## config.mk

```make
export PLATFORM = sky130hd
export DESIGN_NAME = rlp_top
export DESIGN_NICKNAME = d
export VERILOG_FILES = /design/src/include/rlp_pkg.sv /design/src/core/rlp_top.sv /design/src/core/rlp_serial_rx.sv /design/src/core/rlp_pwm_chan.sv
export SDC_FILE = /design/constraint.sdc
export NUM_CORES = 1
export LEC_CHECK = 0
export BUFFER_PORTS_ARGS = -buffer_cell sky130_fd_sc_hd__buf_2
export CORE_UTILIZATION = 46
export DETAILED_ROUTE_END_ITERATION = 16
export PLACE_DENSITY_LB_ADDON = 0.2
export RECOVER_POWER = 50
export SETUP_SLACK_MARGIN = 0.15
export SYNTH_ARGS = -nofsm -noshare
export SYNTH_HDL_FRONTEND = slang
export SYNTH_HIERARCHICAL = 1
export SYNTH_SLANG_ARGS = --single-unit
```

## constraint.sdc

```tcl
create_clock -name i_sys_clk -period 3.15 [get_ports i_sys_clk]
set_input_delay 0.4725 -clock i_sys_clk [delete_from_list [all_inputs] [get_ports i_sys_clk]]
set_output_delay 0.4725 -clock i_sys_clk [all_outputs]
set_load 0.02 [all_outputs]
```

## src/include/rlp_pkg.sv

```systemverilog
/*
  Shared constants, types and helpers of the three-channel LED PWM driver.
  Assumes a 10 MHz system clock; no package is imported anywhere.
*/
package rlp_pkg;
  // Timing figures in their own units and the derived cycle counts
  localparam int CLK_PERIOD_NS   = 100;
  localparam int OSC_PERIOD_NS   = 80128;   // Nominal 12.48 kHz oscillator
  localparam int OSC_DIV_CYC     = OSC_PERIOD_NS / CLK_PERIOD_NS;
  localparam int EXEC_OSC_TICKS  = 128;     // Execution interval, osc periods
  localparam logic [9:0] OSC_DIV_LAST = 10'(OSC_DIV_CYC - 1);
  localparam logic [7:0] EXEC_LAST    = 8'(EXEC_OSC_TICKS - 1);

  // Instruction word layout
  localparam int OP_MSB          = 7;
  localparam int OP_LSB          = 5;
  localparam int CTRL_PERIOD_BIT = 4;
  localparam int CTRL_OSC_BIT    = 3;
  localparam int CTRL_EN1_BIT    = 2;       // Enables two and three follow
  localparam int PHASE_MSB       = 1;

  // Opcodes in the top three bits
  localparam logic [2:0] OP_DUTY1 = 3'h0;
  localparam logic [2:0] OP_DUTY3 = 3'h2;
  localparam logic [2:0] OP_CTRL  = 3'h3;
  localparam logic [2:0] OP_PH1   = 3'h4;
  localparam logic [2:0] OP_PH3   = 3'h6;

  // Reset values
  localparam logic [4:0] RST_DUTY   = 5'h00;
  localparam logic [1:0] RST_PHASE  = 2'h0;
  localparam logic       RST_PERIOD = 1'h0;
  localparam logic       RST_OSC    = 1'h0;
  localparam logic [2:0] RST_EN     = 3'h0;

  // PWM counter wrap points for the two period selections
  localparam logic [5:0] CNT_LAST_32 = 6'h1F;
  localparam logic [5:0] CNT_LAST_64 = 6'h3F;

  typedef struct packed {
    logic            period_select;
    logic [2:0][1:0] phase;
    logic [2:0][4:0] duty;
  } rlp_timing_t;

  typedef struct packed {
    logic       oscillator_run;
    logic [2:0] enable;                     // Index 0 is channel one
  } rlp_ctrl_t;

  typedef enum logic {EX_IDLE, EX_WAIT} rlp_exec_t;

  localparam rlp_timing_t RST_TIMING = '{
    period_select: RST_PERIOD,
    phase:         {3{RST_PHASE}},
    duty:          {3{RST_DUTY}}};
  localparam rlp_ctrl_t RST_CTRL = '{oscillator_run: RST_OSC, enable: RST_EN};

  // Phase code to counter steps of delay
  function automatic logic [4:0] rlp_phase_steps(input logic [1:0] code);
    case (code)
      2'h1:    rlp_phase_steps = 5'h04;
      2'h2:    rlp_phase_steps = 5'h08;
      2'h3:    rlp_phase_steps = 5'h10;
      default: rlp_phase_steps = 5'h00;
    endcase
  endfunction
endpackage

```

## src/core/rlp_top.sv

```systemverilog
/*
  Three-channel LED PWM driver configured by an 8-bit serial instruction.
  Assumes a 10 MHz system clock, asynchronous serial pins and open-drain pads
  that sink while the enable output is high.
*/
`timescale 1ns/1ns
module rlp_top #(
  parameter logic [9:0] OSC_DIV_LAST = rlp_pkg::OSC_DIV_LAST
) (
  input  wire logic       i_sys_clk,
  input  wire logic       i_resetn,
  input  wire logic       i_chip_select_n,
  input  wire logic       i_shift_clk,
  input  wire logic       i_serial_data,
  output logic            o_channel_one_out,
  output logic            o_channel_one_oe,
  output logic            o_channel_two_out,
  output logic            o_channel_two_oe,
  output logic            o_channel_three_out,
  output logic            o_channel_three_oe,
  output logic            o_oscillator_run,
  output logic            o_period_select,
  output logic [2:0]      o_output_enable,
  output logic            o_update_pending
);
  logic [7:0]           word;
  logic                 word_valid;
  rlp_pkg::rlp_timing_t shadow;
  rlp_pkg::rlp_timing_t live;
  rlp_pkg::rlp_ctrl_t   ctrl;
  rlp_pkg::rlp_exec_t   exec_state;
  rlp_pkg::rlp_exec_t   next_exec_state;
  logic [7:0]           exec_cnt;
  logic [9:0]           osc_cnt;
  logic                 osc_tick;
  logic                 sys_phase;
  logic                 sys_tick;
  logic [5:0]           pwm_cnt;
  logic [2:0]           active;

  // Serial front end
  rlp_serial_rx u_rx (
    .i_sys_clk       (i_sys_clk),
    .i_resetn        (i_resetn),
    .i_chip_select_n (i_chip_select_n),
    .i_shift_clk     (i_shift_clk),
    .i_serial_data   (i_serial_data),
    .o_word          (word),
    .o_word_valid    (word_valid)
  );

  // Instruction decode; the test group falls through every match
  wire [2:0] opcode    = word[rlp_pkg::OP_MSB:rlp_pkg::OP_LSB];
  wire       is_duty   = word_valid && (opcode <= rlp_pkg::OP_DUTY3);
  wire       is_ctrl   = word_valid && (opcode == rlp_pkg::OP_CTRL);
  wire       is_phase  = word_valid && (opcode >= rlp_pkg::OP_PH1)
                         && (opcode <= rlp_pkg::OP_PH3);
  wire [1:0] duty_ch   = opcode[1:0];
  wire [1:0] phase_ch  = 2'(opcode - rlp_pkg::OP_PH1);
  wire       new_time  = is_duty || is_ctrl || is_phase;
  wire [2:0] ctrl_en   = {word[rlp_pkg::CTRL_EN1_BIT - 2],
                          word[rlp_pkg::CTRL_EN1_BIT - 1],
                          word[rlp_pkg::CTRL_EN1_BIT]};  // Index 0 = one

  // Immediate controls: oscillator run and output enables
  always_ff @(posedge i_sys_clk) begin
    if (!i_resetn) ctrl <= rlp_pkg::RST_CTRL;
    else if (is_ctrl) begin
      ctrl.oscillator_run <= word[rlp_pkg::CTRL_OSC_BIT];
      ctrl.enable         <= ctrl_en;
    end
  end

  // Shadow copy of timing settings, written straight from decode
  always_ff @(posedge i_sys_clk) begin
    if (!i_resetn) shadow <= rlp_pkg::RST_TIMING;
    else begin
      if (is_duty) shadow.duty[duty_ch] <= word[4:0];
      if (is_phase)
        shadow.phase[phase_ch] <= word[rlp_pkg::PHASE_MSB:0];
      if (is_ctrl)
        shadow.period_select <= word[rlp_pkg::CTRL_PERIOD_BIT];
    end
  end

  // Oscillator model: divider from the system clock, gated by run bit
  wire osc_wrap = (osc_cnt == OSC_DIV_LAST);
  always_ff @(posedge i_sys_clk) begin
    if (!i_resetn) begin
      osc_cnt   <= 10'h000;
      osc_tick  <= 1'b0;
      sys_phase <= 1'b0;
      sys_tick  <= 1'b0;
    end else begin
      osc_tick <= ctrl.oscillator_run && osc_wrap;
      sys_tick <= ctrl.oscillator_run && osc_wrap && sys_phase;
      if (ctrl.oscillator_run) begin
        osc_cnt <= osc_wrap ? 10'h000 : osc_cnt + 10'h001;
        if (osc_wrap) sys_phase <= !sys_phase;  // System rate is osc/2
      end
    end
  end

  // Execution interval: a new timing word restarts the wait
  wire exec_done = (exec_state == rlp_pkg::EX_WAIT) && osc_tick
                   && (exec_cnt == 8'h00) && !new_time;
  always_comb begin
    next_exec_state = exec_state;
    case (exec_state)
      rlp_pkg::EX_IDLE: if (new_time) next_exec_state = rlp_pkg::EX_WAIT;
      rlp_pkg::EX_WAIT: if (exec_done) next_exec_state = rlp_pkg::EX_IDLE;
      default:          next_exec_state = rlp_pkg::EX_IDLE;
    endcase
  end

  // Counts oscillator periods, then moves shadow into the live set
  always_ff @(posedge i_sys_clk) begin
    if (!i_resetn) begin
      exec_state <= rlp_pkg::EX_IDLE;
      exec_cnt   <= 8'h00;
      live       <= rlp_pkg::RST_TIMING;
    end else begin
      exec_state <= next_exec_state;
      if (new_time) exec_cnt <= rlp_pkg::EXEC_LAST;
      else if (osc_tick && exec_cnt != 8'h00)
        exec_cnt <= exec_cnt - 8'h01;
      if (exec_done) live <= shadow;
    end
  end

  // PWM counter at system rate; 64-clock period uses two counts per step
  wire [5:0] cnt_last = live.period_select ? rlp_pkg::CNT_LAST_64
                                           : rlp_pkg::CNT_LAST_32;
  wire [4:0] step     = live.period_select ? pwm_cnt[5:1] : pwm_cnt[4:0];
  always_ff @(posedge i_sys_clk) begin
    if (!i_resetn) pwm_cnt <= 6'h00;
    else if (sys_tick)
      pwm_cnt <= (pwm_cnt >= cnt_last) ? 6'h00 : pwm_cnt + 6'h01;
  end

  // Three channel comparators
  genvar ch;
  generate
    for (ch = 0; ch < 3; ch++) begin : g_chan
      rlp_pwm_chan u_chan (
        .i_sys_clk (i_sys_clk),
        .i_resetn  (i_resetn),
        .i_tick    (sys_tick),
        .i_step    (step),
        .i_duty    (live.duty[ch]),
        .i_phase   (live.phase[ch]),
        .o_active  (active[ch])
      );
    end
  endgenerate

  // Open-drain pads sink only while active and enabled
  wire [2:0] next_sink = active & ctrl.enable;
  always_ff @(posedge i_sys_clk) begin
    if (!i_resetn) begin
      o_channel_one_oe   <= 1'b0;
      o_channel_two_oe   <= 1'b0;
      o_channel_three_oe <= 1'b0;
    end else begin
      o_channel_one_oe   <= next_sink[0];
      o_channel_two_oe   <= next_sink[1];
      o_channel_three_oe <= next_sink[2];
    end
  end

  // Pad data is always low; status copies of the configuration
  always_ff @(posedge i_sys_clk) begin
    o_channel_one_out   <= 1'b0;
    o_channel_two_out   <= 1'b0;
    o_channel_three_out <= 1'b0;
    if (!i_resetn) begin
      o_oscillator_run <= rlp_pkg::RST_OSC;
      o_period_select  <= rlp_pkg::RST_PERIOD;
      o_output_enable  <= rlp_pkg::RST_EN;
      o_update_pending <= 1'b0;
    end else begin
      o_oscillator_run <= ctrl.oscillator_run;
      o_period_select  <= live.period_select;
      o_output_enable  <= ctrl.enable;
      o_update_pending <= (next_exec_state == rlp_pkg::EX_WAIT);
    end
  end
endmodule

```

## src/core/rlp_serial_rx.sv

```systemverilog
/*
  Three-wire serial receiver: synchronises chip select, shift clock and data,
  shifts on every shift clock rise and hands the word over on chip select rise.
  Assumes all three pins are asynchronous to the system clock.
*/
`timescale 1ns/1ns
module rlp_serial_rx (
  input  wire logic       i_sys_clk,
  input  wire logic       i_resetn,
  input  wire logic       i_chip_select_n,
  input  wire logic       i_shift_clk,
  input  wire logic       i_serial_data,
  output logic [7:0]      o_word,
  output logic            o_word_valid
);
  logic [2:0] sync1;
  logic [2:0] sync2;
  logic [2:0] sync3;
  logic       clk_lvl;
  logic       cs_lvl;
  logic [7:0] shreg;
  wire        clk_rise;
  wire        cs_rise;

  // Three-stage synchronisers: {chip select, shift clock, data}
  always_ff @(posedge i_sys_clk) begin
    sync1 <= {i_chip_select_n, i_shift_clk, i_serial_data};
    sync2 <= sync1;
    sync3 <= sync2;
  end

  // A change counts once stages two and three agree
  assign clk_rise = (sync2[1] == sync3[1]) && sync3[1] && !clk_lvl;
  assign cs_rise  = (sync2[2] == sync3[2]) && sync3[2] && !cs_lvl;

  // Levels, shift register and hand-over strobe
  always_ff @(posedge i_sys_clk) begin
    if (!i_resetn) begin
      clk_lvl      <= 1'b0;
      cs_lvl       <= 1'b1;
      shreg        <= 8'h00;
      o_word       <= 8'h00;
      o_word_valid <= 1'b0;
    end else begin
      if (sync2[1] == sync3[1]) clk_lvl <= sync3[1];
      if (sync2[2] == sync3[2]) cs_lvl <= sync3[2];
      if (clk_rise) shreg <= {shreg[6:0], sync3[0]};
      o_word_valid <= cs_rise;
      if (cs_rise) o_word <= shreg;
    end
  end
endmodule

```

## src/core/rlp_pwm_chan.sv

```systemverilog
/*
  One PWM channel: compares the phase-shifted step against the duty code.
  Assumes i_tick is a one-cycle system-rate enable and i_step its counter.
*/
`timescale 1ns/1ns
module rlp_pwm_chan (
  input  wire logic       i_sys_clk,
  input  wire logic       i_resetn,
  input  wire logic       i_tick,
  input  wire logic [4:0] i_step,
  input  wire logic [4:0] i_duty,
  input  wire logic [1:0] i_phase,
  output logic            o_active
);
  wire [4:0] pos;
  wire       next_active;

  // Phase delays the active window, wrapping over 32 steps
  assign pos         = i_step - rlp_pkg::rlp_phase_steps(i_phase);
  assign next_active = (pos <= i_duty);

  // Only moves on a tick, so a stopped oscillator freezes the level
  always_ff @(posedge i_sys_clk) begin
    if (!i_resetn) o_active <= 1'b0;
    else if (i_tick) o_active <= next_active;
  end
endmodule

```

==> results.json, run 1 <==
{
  "critPathArrivalTime_ns": 3.10,
  "grt_antenna_before_repair": 0,
  "crit_family": "adder cells",
  "crit_reg_reg_startpoint": "live[21]",
  "worstSkewPairLatency_ns": 0.53,
  "finalWirelength_um": 9252,
  "num-nets-final": 576,
  "hold_path_start": "i_shift_clk",
  "cts_resized": 0,
  "first_global_vias": 3367,
  "die-width_um": 108.1,
  "worst_setup_path_end_kind": "register",
  "drc": 0,
  "setup_total_negative_slack_ns": 0,
  "slowest_cell_on_the_critical_path": "sky130_fd_sc_hd__dfxtp_1",
  "timing_worst_setup_path_type": "reg2reg",
  "pwr_density_cell_nw_per_um2": 577.7,
  "timing.critical_path.cells": "mux2_2 -> inv_1 -> ha_1 -> inv_1 -> fa_1 -> xnor2_1 -> xnor2_1 -> ha_1 -> nand4_1 -> or2_0 -> a31oi_1",
  "synth.ff_latch_count": 115,
  "critical_path.reg2reg.endpoint": "g_chan[2].u_chan/o_active",
  "whs_endpoint": "u_rx/sync1[1]",
  "floorplan.initialDensity": 0.4753,
  "critPathRequiredTime_ns": 3.60,
  "final_antenna_net_count": 0,
  "synth.yosys.warnings": 6,
  "n_fill_cell": 974,
  "globalRouteTotalUtil": 0.1808,
  "die_height_um": 108.1,
  "maxCapViolations": 0,
  "h_tree_level_count": 4,
  "clock-root-buffer": "sky130_fd_sc_hd__clkbuf_8",
  "final_max_slew_viol_count": 0,
  "count_of_flip_flops_with_a_built_in_enable_after_synthesis": 0,
  "worstRegToRegCells": 11,
  "most-common-layout-cells": "sky130_fd_sc_hd__dfxtp_1 (115), sky130_fd_sc_hd__nand2_1 (78), sky130_fd_sc_hd__mux2i_1 (46), sky130_fd_sc_hd__inv_1 (37), sky130_fd_sc_hd__nor2b_1 (32)",
  "clock-skew-final_ns": 0.005877,
  "timing.final.hold_violations": 0,
  "first_pass_iters": 6,
  "worst-slew-pin-transition_ns": 1.310,
  "postCtsSetupBuffers": 0,
  "crit_path_start_kind": "register",
  "slew_headroom": 0.1269,
  "layout-area-overhead-vs-synth_pct": 13.25,
  "worst_setup_hold_path_clk_slew_ns": 0.06,
  "numClockSinks": 115,
  "path_max_fanout": 7,
  "clock_tree_from_tritoncts": "yes",
  "rsz0062_at_grt": "no",
  "synth-main-ff-cell": "sky130_fd_sc_hd__dfxtp_1",
  "timing.final.setup_violations": 0,
  "postCtsHoldBufs": 0,
  "ctsLongestPathBuffers": 2,
  "core_um2": 10890,
  "via_count": 3460,
  "timing.critical_path.slowest_cell_delay_ns": 0.45,
  "ir_worst_vdd_mv": 0.4433,
  "place.detailed.hpwl_um": 6301,
  "hold_depth": 1,
  "tritoncts.num_buffers": 17,
  "maxClockFrequency_ghz": 0.3770,
  "detail_route.vias_per_cell": 4.978,
  "num_io_pins": 17,
  "syn_inst": 529,
  "insertedDiodeCount": 0,
  "place.port_buffers": 13,
  "wl_per_cell_um": 13.31,
  "status": "finished, final reports clean",
  "timing.final.crit_share": 0.8421,
  "worst_hold_path_type": "in2reg",
  "synth.distinct_cells": 51,
  "postSynth.asyncResetShare": 0,
  "gp_congestion": 0.8080,
  "non_filler_instance_count_after_layout": 695,
  "period_needed_ns": 2.653,
  "layout.cells.most_common": "sky130_fd_sc_hd__dfxtp_1",
  "fp.dieArea_um2": 11680,
  "grt_max_degree": 60,
  "reg2reg_slack_ns": 0.50,
  "post_synth.cell_area_avg_um2": 9.783,
  "synth.cell_area_um2": 5175,
  "grt_remaining_overflow": 0,
  "drive_gt1_frac": 0.1333,
  "grt_pass1_wl_um": 15840,
  "iteration_0_drc_count_of_the_detailed_router": 171,
  "p_leak_nw": 2.188,
  "std_cell_rows": 38,
  "synth-seq-area-share": 0.4449,
  "placed_cells_incl_taps": 663,
  "critPathBufInv": 2
}
-- cells in the mapped netlist (4+ instances only) --
library cell	instances	area, um^2
sky130_fd_sc_hd__nor2b_1	32	200.2
sky130_fd_sc_hd__mux2_2	5	56.30
sky130_fd_sc_hd__nor2_1	20	75.07
sky130_fd_sc_hd__nor3_1	5	25.02
sky130_fd_sc_hd__a31oi_1	4	25.02
sky130_fd_sc_hd__xor2_1	5	43.79
sky130_fd_sc_hd__buf_6	4	45.04
sky130_fd_sc_hd__dfxtp_1	115	2302
sky130_fd_sc_hd__nand3_1	5	25.02
sky130_fd_sc_hd__inv_1	37	138.9
sky130_fd_sc_hd__mux2i_1	46	460.4
sky130_fd_sc_hd__ha_1	26	325.3
sky130_fd_sc_hd__buf_2	5	25.02
sky130_fd_sc_hd__clkbuf_1	11	41.29
sky130_fd_sc_hd__and3_1	8	50.05
sky130_fd_sc_hd__xnor2_1	17	148.9
sky130_fd_sc_hd__a21boi_0	7	52.55
sky130_fd_sc_hd__nand2b_1	6	37.54
sky130_fd_sc_hd__and2_1	5	31.28
sky130_fd_sc_hd__nand2_1	78	292.8
sky130_fd_sc_hd__a21oi_1	9	45.04
sky130_fd_sc_hd__a21boi_2	19	214.0
sky130_fd_sc_hd__o21ai_0	6	30.03
sky130_fd_sc_hd__nand4_1	10	62.56
-- sequential cells by signal, indices dropped and copies added, names as in the netlist, 4 cells and up --
register	cells
ctrl	4
exec_cnt	8
live	22
osc_cnt	10
pwm_cnt	6
shadow	22
u_rx/o_word	8
u_rx/shreg	8
-- worst register-to-register path: stages, from the launching register on --
cell and delay (ns):
sky130_fd_sc_hd__dfxtp_1 0.45, sky130_fd_sc_hd__mux2_2 0.40, sky130_fd_sc_hd__inv_1 0.07, sky130_fd_sc_hd__ha_1 0.13
sky130_fd_sc_hd__inv_1 0.05, sky130_fd_sc_hd__fa_1 0.37, sky130_fd_sc_hd__xnor2_1 0.19, sky130_fd_sc_hd__xnor2_1 0.11
sky130_fd_sc_hd__ha_1 0.32, sky130_fd_sc_hd__nand4_1 0.11, sky130_fd_sc_hd__or2_0 0.21, sky130_fd_sc_hd__a31oi_1 0.16
-- power by group --
| part | switching, mW | internal (mW) |
|---|---|---|
| clock network | 0.693 | 1.15 |
| registers | 0.00649 | 1.47 |
| logic | 0.0369 | 0.0286 |
| total | 0.737 | 2.65 |
-- kinds of logic after synthesis --
kind of cell / count (synthesis) / synth area share
xor gates and xnor gates: 22 / 0.03723
adders and majority gates: 29 / 0.07447
other: 1 / 0.0007246
AOI/OAI and AO/OA: 58 / 0.09405
muxes: 51 / 0.09985
buffers and inverters: 60 / 0.05271
DFF: 115 / 0.4449
and+or+nand+nor: 193 / 0.1961
-- stage by stage --
step	utilization	power [mW]	setup slack, ns	hold slack [ns]	cell area [um^2]
finish	0.5383	3.386	0.4973	0.04265	5861
global placement	0.4883	1.573	0.6289	0.3112	5316
detailed placement	0.4883	1.574	0.5228	0.3143	5316
global route	0.5383	3.513	0.3286	0.004157	5861
CTS	0.5417	3.442	0.5002	0.01022	5898
floorplan	-	1.562	0.6098	0.3096	5182
-- cell type report --
type | count | area, um^2 | share of cell area
flip-flops and latches | 115 | 2302 | 0.3928
inverters | 37 | 138.9 | 0.02370
clock buffers | 18 | 427.9 | 0.07301
clock inverters | 14 | 153.9 | 0.02626
well taps | 140 | 175.2 | 0.02989
repair buffers | 15 | 65.06 | 0.01110
multi-input cells | 356 | 2597 | 0.4432
-- per-layer routing --
metal / vias up / GRT usage / part of all wire
met5: - / 0 / 0
met2: 38 / 0.2793 / 0.46
met4: 0 / 0.07926 / 0.014
met3: 11 / 0.06932 / 0.032
li1: 1792 / - / -
met1: 1619 / 0.2229 / 0.49
-- worst max path at each step --
stage | slack, ns | cells past startpoint | from | to
final | 0.50 | 11 | live[21] | g_chan[2].u_chan/o_active
after global routing | 0.33 | 11 | live[21] | g_chan[2].u_chan/o_active
after CTS | 0.50 | 11 | live[21] | g_chan[2].u_chan/o_active
after detailed placement | 0.52 | 11 | live[21] | g_chan[2].u_chan/o_active
after global placement | 0.63 | 11 | live[21] | g_chan[0].u_chan/o_active
after floorplan | 0.61 | 12 | live[21] | g_chan[0].u_chan/o_active
Note: power is estimated with default switching activity, not from simulation.
==> run 2: changes to the inputs <==
==> constraint.sdc (replaced) <==
create_clock -name i_sys_clk -period 2.4 [get_ports i_sys_clk]
set_input_delay 0.36 -clock i_sys_clk [delete_from_list [all_inputs] [get_ports i_sys_clk]]
set_output_delay 0.36 -clock i_sys_clk [all_outputs]
set_load 0.02 [all_outputs]
==> run 2 against run 1 <==
Effect of this change: the run now ends with negative setup slack left; power is 37% higher; via count grew 0.72%; cell count up 1.2%; design area rose by 2.6%; sequential power grew 31%; setup slack lost 0.57 ns; first-iteration DRC count down 18%; critical path depth rose by 1; clock power grew 41%; clock-buffer cell count up 2; critical path type unchanged.
==> results.json, run 2 (synthesized netlist as in run 1, its figures left out) <==
{
  "reg2reg_slack_ns": -0.07,
  "maxCapViolations": 0,
  "num-nets-final": 584,
  "timing.final.setup_violations": 1,
  "n_fill_cell": 977,
  "drive_gt1_frac": 0.1474,
  "topRoutingLayerUsed": "met4",
  "p_leak_nw": 2.256,
  "wl_per_cell_um": 13.48,
  "worstSkewPairLatency_ns": 0.52,
  "rsz0062_at_grt": "yes",
  "clock-skew-final_ns": 0.006396,
  "worst_setup_hold_path_clk_slew_ns": 0.06,
  "status": "complete, but fails checks",
  "first_pass_iters": 4,
  "clock_tree_from_tritoncts": "yes",
  "power.total_mw": 4.640,
  "path_max_fanout": 3,
  "ctsLongestPathBuffers": 2,
  "die_height_um": 108.1,
  "finalWirelength_um": 9473,
  "clock-root-buffer": "sky130_fd_sc_hd__clkbuf_8",
  "critPathArrivalTime_ns": 2.91,
  "final_antenna_net_count": 0,
  "worstRegToRegCells": 12,
  "layout.cells.most_common": "sky130_fd_sc_hd__dfxtp_1",
  "place.port_buffers": 13,
  "ir_worst_vdd_mv": 0.5057,
  "critPathRequiredTime_ns": 2.84,
  "grt_remaining_overflow": 0,
  "numClockSinks": 115,
  "reg_top3": "live: 22 flops, shadow: 22 flops, osc_cnt: 10 flops",
  "grt_max_degree": 52,
  "timing_worst_setup_path_type": "reg2reg",
  "maxClockFrequency_ghz": 0.4047,
  "fp.dieArea_um2": 11680,
  "globalRouteTotalUtil": 0.1772,
  "timing.final.hold_violations": 0,
  "met3WireLength_um": 249,
  "grt_pass1_wl_um": 15840,
  "most-common-layout-cells": "sky130_fd_sc_hd__dfxtp_1 (114), sky130_fd_sc_hd__nand2_1 (78), sky130_fd_sc_hd__mux2i_1 (46), sky130_fd_sc_hd__inv_1 (36), sky130_fd_sc_hd__nor2b_1 (34)",
  "pwr_density_cell_nw_per_um2": 771.8,
  "h_tree_level_count": 4,
  "non_filler_instance_count_after_layout": 703,
  "core_um2": 10890,
  "violations": "negative setup slack",
  "layout-area-overhead-vs-synth_pct": 16.18,
  "place.detailed.hpwl_um": 6540,
  "std_cell_rows": 38,
  "placed_cells_incl_taps": 667,
  "worst_hold_path_type": "reg2reg",
  "crit_path_start_kind": "register",
  "worst_slack_placed_ns": -0.03934,
  "route.met2.wl_um": 4338,
  "timing.final.crit_share": 1.030,
  "drc": 0,
  "period_needed_ns": 2.471,
  "insertedDiodeCount": 0,
  "final_max_slew_viol_count": 0,
  "tritoncts.num_buffers": 17,
  "detail_route.vias_per_cell": 4.957,
  "first_global_vias": 3344,
  "grt_antenna_before_repair": 0,
  "iteration_0_drc_count_of_the_detailed_router": 140,
  "wirelength_met1_um": 4757,
  "slew_headroom": 0.3299,
  "gp_congestion": 0.8230,
  "worst_setup_path_end_kind": "register",
  "final_ws_setup_ns": -0.07112,
  "num_io_pins": 17,
  "hold_depth": 0,
  "layout.cell_area.non_filler_um2": 6012,
  "worst-slew-pin-transition_ns": 1.005,
  "post_place_instance_area_um2": 5358,
  "die-width_um": 108.1,
  "via_count": 3485,
  "floorplan.initialDensity": 0.4753
}
## run 2: cell types whose count changed in the layout (fill, tap and decap cells not counted), sizes merged
cell	before	now
buf	4	9
clkbuf	29	31
bufinv	2	4
dlygate4sd3	0	3
clkinvlp	3	2
inv	41	39
clkinv	5	4
## run 2: worst paths after layout
path / startpoint / end
setup / recovery: live[21] / g_chan[0].u_chan/o_active
hold / removal: u_rx/sync1[0] / u_rx/sync2[0]
setup reg to reg: live[21] / g_chan[0].u_chan/o_active
hold reg to reg: u_rx/sync1[0] / u_rx/sync2[0]
## run 2: repair_timing
| item | CTS | global route |
|---|---|---|
| pin swaps | 3 | 4 |
| endpoints found under the hold margin | 3 | 0 |
| cloned | 0 | 0 |
| gates resized for setup | 5 | 1 |
| buffers inserted | 0 | 1 |
| endpoints found under the setup margin | 3 | 3 |
| hold buffers | 3 | 0 |
## run 2: area by class of cell
| cell class | instances | area (um^2) | area share |
|---|---|---|---|
| Tap cell | 140 | 175.2 | 0.02914 |
| Sequential cell | 115 | 2303 | 0.3831 |
| Timing Repair Buffer | 23 | 143.9 | 0.02393 |
| Multi-Input combinational cell | 356 | 2629 | 0.4373 |
| Clock buffer | 20 | 445.4 | 0.07409 |
| Clock inverter | 12 | 176.4 | 0.02934 |
| Inverter | 37 | 138.9 | 0.02310 |
## run 2: power by group
part | internal (mW) | leakage, nW | switching (mW) | total [mW]
logic | 0.0455 | 1.02 | 0.0502 | 0.0956
clock network | 1.74 | 0.302 | 0.869 | 2.61
registers | 1.93 | 0.931 | 0.00851 | 1.93
total | 3.71 | 2.26 | 0.928 | 4.64
## run 2: through the flow
step,setup TNS [ns],hold WS (ns),util
6_report,-0.07112,0.3271,0.5522
5_1_grt,-0.4186,0.3355,0.5522
4_1_cts,-0.03745,0.2785,0.5537
3_5_place_dp,-0.05151,0.3147,0.4921
3_3_place_gp,0,0.3135,0.4921
2_1_floorplan,0,0.3096,-
## run 2: routing by layer
metal  global-route usage  vias up
li1                     -     1813
met1               0.2221     1630
met2               0.2803       29
met3              0.05244       13
met4              0.08023        0
met5                    0        -
## run 2: critical path, stage by stage (launching register included)
cell and delay (ns):
sky130_fd_sc_hd__dfxtp_2 0.34, sky130_fd_sc_hd__mux2_4 0.32, sky130_fd_sc_hd__inv_2 0.05, sky130_fd_sc_hd__ha_1 0.13, sky130_fd_sc_hd__inv_1 0.05, sky130_fd_sc_hd__fa_2 0.35
sky130_fd_sc_hd__xnor2_2 0.15, sky130_fd_sc_hd__xnor2_1 0.13, sky130_fd_sc_hd__ha_1 0.32, sky130_fd_sc_hd__buf_4 0.16, sky130_fd_sc_hd__a21oi_4 0.13, sky130_fd_sc_hd__o221ai_2 0.11
sky130_fd_sc_hd__a31oi_1 0.16
==> run 3: changes to the inputs <==
--- a/config.mk
+++ b/config.mk
@@ -5,6 +5,7 @@
 export SDC_FILE = /design/constraint.sdc
 export NUM_CORES = 1
 export LEC_CHECK = 0
+export ABC_AREA = 1
 export BUFFER_PORTS_ARGS = -buffer_cell sky130_fd_sc_hd__buf_2
 export CORE_UTILIZATION = 46
 export DETAILED_ROUTE_END_ITERATION = 16
==> run 3 against run 2 <==
Effect of this change: the run now ends clean; die area grew 3.0%; sequential share of layout area shrank 1.6 points; utilization grew 1.7 points; critical path type unchanged; largest cell class unchanged; largest power group unchanged.
==> results.json, run 3 <==
{
  "status": "finished, final reports clean",
  "timing.final.setup_violations": 0,
  "clock_tree_from_tritoncts": "yes",
  "numClockSinks": 115,
  "non_filler_instance_count_after_layout": 876,
  "iteration_0_drc_count_of_the_detailed_router": 221,
  "globalRouteTotalUtil": 0.1943,
  "num-nets-final": 757,
  "grt_pass1_wl_um": 17650,
  "synth-main-ff-cell": "sky130_fd_sc_hd__dfxtp_1",
  "worst-slew-pin-transition_ns": 1.048,
  "synth.cell_area_um2": 5331,
  "critPathRequiredTime_ns": 2.70,
  "tritoncts.num_buffers": 17,
  "timing.critical_path.cells": "nand2_4 -> o21ai_4 -> inv_2 -> ha_4 -> inv_2 -> fa_2 -> xnor2_2 -> xor2_1 -> inv_1 -> ha_4 -> nand2_4 -> nor2_4 -> nand2_1 -> nand3_2 -> a21oi_2",
  "synth-seq-area-share": 0.4318,
  "gp_congestion": 0.8179,
  "die-width_um": 109.7,
  "drc": 0,
  "grt_antenna_before_repair": 0,
  "hold_path_start": "i_chip_select_n",
  "first_pass_iters": 5,
  "final_antenna_net_count": 0,
  "grt_max_degree": 41,
  "wl_per_cell_um": 11.73,
  "regArea_um2": 2312,
  "n_fill_cell": 1016,
  "drive_gt1_frac": 0.1522,
  "p_leak_nw": 2.535,
  "reg2reg_slack_ns": 0.17,
  "hold_slack_ns": 0.04367,
  "grt_remaining_overflow": 0,
  "pwr_density_cell_nw_per_um2": 780.1,
  "floorplan.initialDensity": 0.4813,
  "ctsLongestPathBuffers": 2,
  "final_max_slew_viol_count": 0,
  "crit_reg_reg_startpoint": "live[21]",
  "insertedDiodeCount": 0,
  "critPathArrivalTime_ns": 2.53,
  "period_needed_ns": 2.230,
  "reg_top3": "live: 22 flops, shadow: 22 flops, osc_cnt: 10 flops",
  "via_count": 4231,
  "fp.dieArea_um2": 12020,
  "place.port_buffers": 13,
  "netlist_top_cells_area": "sky130_fd_sc_hd__dfxtp_1 (43%), sky130_fd_sc_hd__inv_1 (8.9%), sky130_fd_sc_hd__nor2_1 (7.0%), sky130_fd_sc_hd__nand2_1 (6.5%), sky130_fd_sc_hd__ha_1 (6.1%)",
  "rsz0062_at_grt": "yes",
  "synth_commonest_cells": "sky130_fd_sc_hd__inv_1 (126), sky130_fd_sc_hd__dfxtp_1 (115), sky130_fd_sc_hd__nor2_1 (99)",
  "postSynth.asyncResetShare": 0,
  "critPathLaunch": "live[21]",
  "place.detailed.hpwl_um": 7182,
  "timing_worst_setup_path_type": "reg2reg",
  "setup_total_negative_slack_ns": 0,
  "ir_worst_vdd_mv": 0.7805,
  "h_tree_level_count": 4,
  "core_um2": 11080,
  "clock-skew-final_ns": 0.005709,
  "post_synth.cell_area_avg_um2": 7.584,
  "most-common-layout-cells": "sky130_fd_sc_hd__inv_1 (119), sky130_fd_sc_hd__dfxtp_1 (111), sky130_fd_sc_hd__nor2_1 (96), sky130_fd_sc_hd__nand2_1 (90), sky130_fd_sc_hd__a21oi_1 (52)",
  "layout-area-overhead-vs-synth_pct": 18.21,
  "num_io_pins": 17,
  "postCtsHoldBufs": 0,
  "clock-root-buffer": "sky130_fd_sc_hd__clkbuf_16",
  "first_global_vias": 4007,
  "synth.yosys.warnings": 6,
  "maxCapViolations": 0,
  "timing.final.hold_violations": 0,
  "placed_cells_incl_taps": 844,
  "timing.critical_path.slowest_cell_delay_ns": 0.37,
  "synth_largest_area_cell": "sky130_fd_sc_hd__dfxtp_1",
  "slew_headroom": 0.3016,
  "die_height_um": 109.7,
  "slowest_cell_on_the_critical_path": "sky130_fd_sc_hd__dfxtp_4",
  "worst_hold_path_type": "in2reg",
  "synth.ff_latch_count": 115,
  "crit_path_start_kind": "register",
  "count_of_flip_flops_with_a_built_in_enable_after_synthesis": 0,
  "syn_inst": 703,
  "worstSkewPairLatency_ns": 0.41,
  "std_cell_rows": 38,
  "post-synth-top-count-cell": "sky130_fd_sc_hd__inv_1",
  "finalWirelength_um": 10280,
  "path_max_fanout": 5,
  "timing.final.crit_share": 0.9291,
  "worst_setup_hold_path_clk_slew_ns": 0.05,
  "worst_setup_path_end_kind": "register",
  "combined_area_of_the_multi_input_logic_cells_um2": 2560,
  "synth_top_area_frac": 0.4318,
  "maxClockFrequency_ghz": 0.4485,
  "synth.distinct_cells": 38,
  "detail_route.vias_per_cell": 4.830,
  "layout.cells.most_common": "sky130_fd_sc_hd__inv_1"
}
-- run 3: cell types whose count changed after synthesis, sizes merged, moves of 8 or more --
cell / change
inv: +96
nor2: +90
o21ai: +55
a21oi: +50
mux2i: -45
nor2b: -34
nand3: +32
a21boi: -27
nand2: +21
xnor2: -13
and3: -8
-- run 3: worst paths after layout --
check        cells after the start                         to
max reg2reg                     15  g_chan[0].u_chan/o_active
max                             15  g_chan[0].u_chan/o_active
min                              1              u_rx/sync1[2]
min reg2reg                      0              u_rx/sync2[0]
-- run 3: metal layers --
layer	track usage	vias to the layer above	part of all wire
met1	0.2317	1910	0.48
li1	-	2243	-
met4	0.09619	0	0.019
met2	0.3145	57	0.47
met5	0	-	0
met3	0.06283	21	0.032
-- run 3: cell families (layout without fill, tap and decap cells) --
| logic type | count (synthesis) | in the layout | synth area share |
|---|---|---|---|
| compound gates | 124 | 124 | 0.1251 |
| xor+xnor | 10 | 10 | 0.01643 |
| fa+ha+maj | 29 | 29 | 0.07228 |
| buf+inv | 153 | 184 | 0.1213 |
| flops | 115 | 115 | 0.4318 |
| mux | 1 | 1 | 0.001878 |
| other cells | 1 | 3 | 0.0007034 |
| simple gates | 270 | 270 | 0.2305 |
-- run 3: critical path, delay by kind of cell (launching register included) --
kind            cells  cell delay, ns
fa+ha+maj           3            0.77
flops               1            0.37
compound gates      2            0.11
simple gates        5            0.33
buf+inv             3            0.18
xor+xnor            2            0.34
-- run 3: layout make-up --
class                      count  share of cell area
clock inverter                13             0.03256
clock buffer                  19             0.07187
multi-input combinational    437              0.4062
sequential                   115              0.3669
tap                          140             0.02779
inverter                     133             0.08001
timing repair buffer          19             0.01469
-- run 3: repair_timing --
| action | 4_1_cts | 5_1_grt |
|---|---|---|
| resized for setup | 5 | 34 |
| setup endpoints to repair | 3 | 3 |
| gates cloned | 0 | 0 |
| buffers inserted | 0 | 0 |
| pin swaps | 0 | 17 |
-- run 3: metrics by stage --
step           setup slack, ns  utilization  area, um^2  power [mW]
2_1_floorplan           0.1924            -        5388       2.159
3_3_place_gp           0.08039       0.4986        5524       2.189
3_5_place_dp           0.01132       0.4986        5524       2.194
4_1_cts                 0.1563       0.5596        6200       4.986
5_1_grt                0.03210       0.5689        6302       5.107
6_report                0.1701       0.5689        6302       4.916
-- run 3: power by group --
group          leakage [nW]  switching (mW)  internal, mW  total [mW]
combinational          1.28           0.119        0.0615       0.180
clock                 0.315           0.873          1.89        2.77
sequential            0.935          0.0287          1.94        1.97
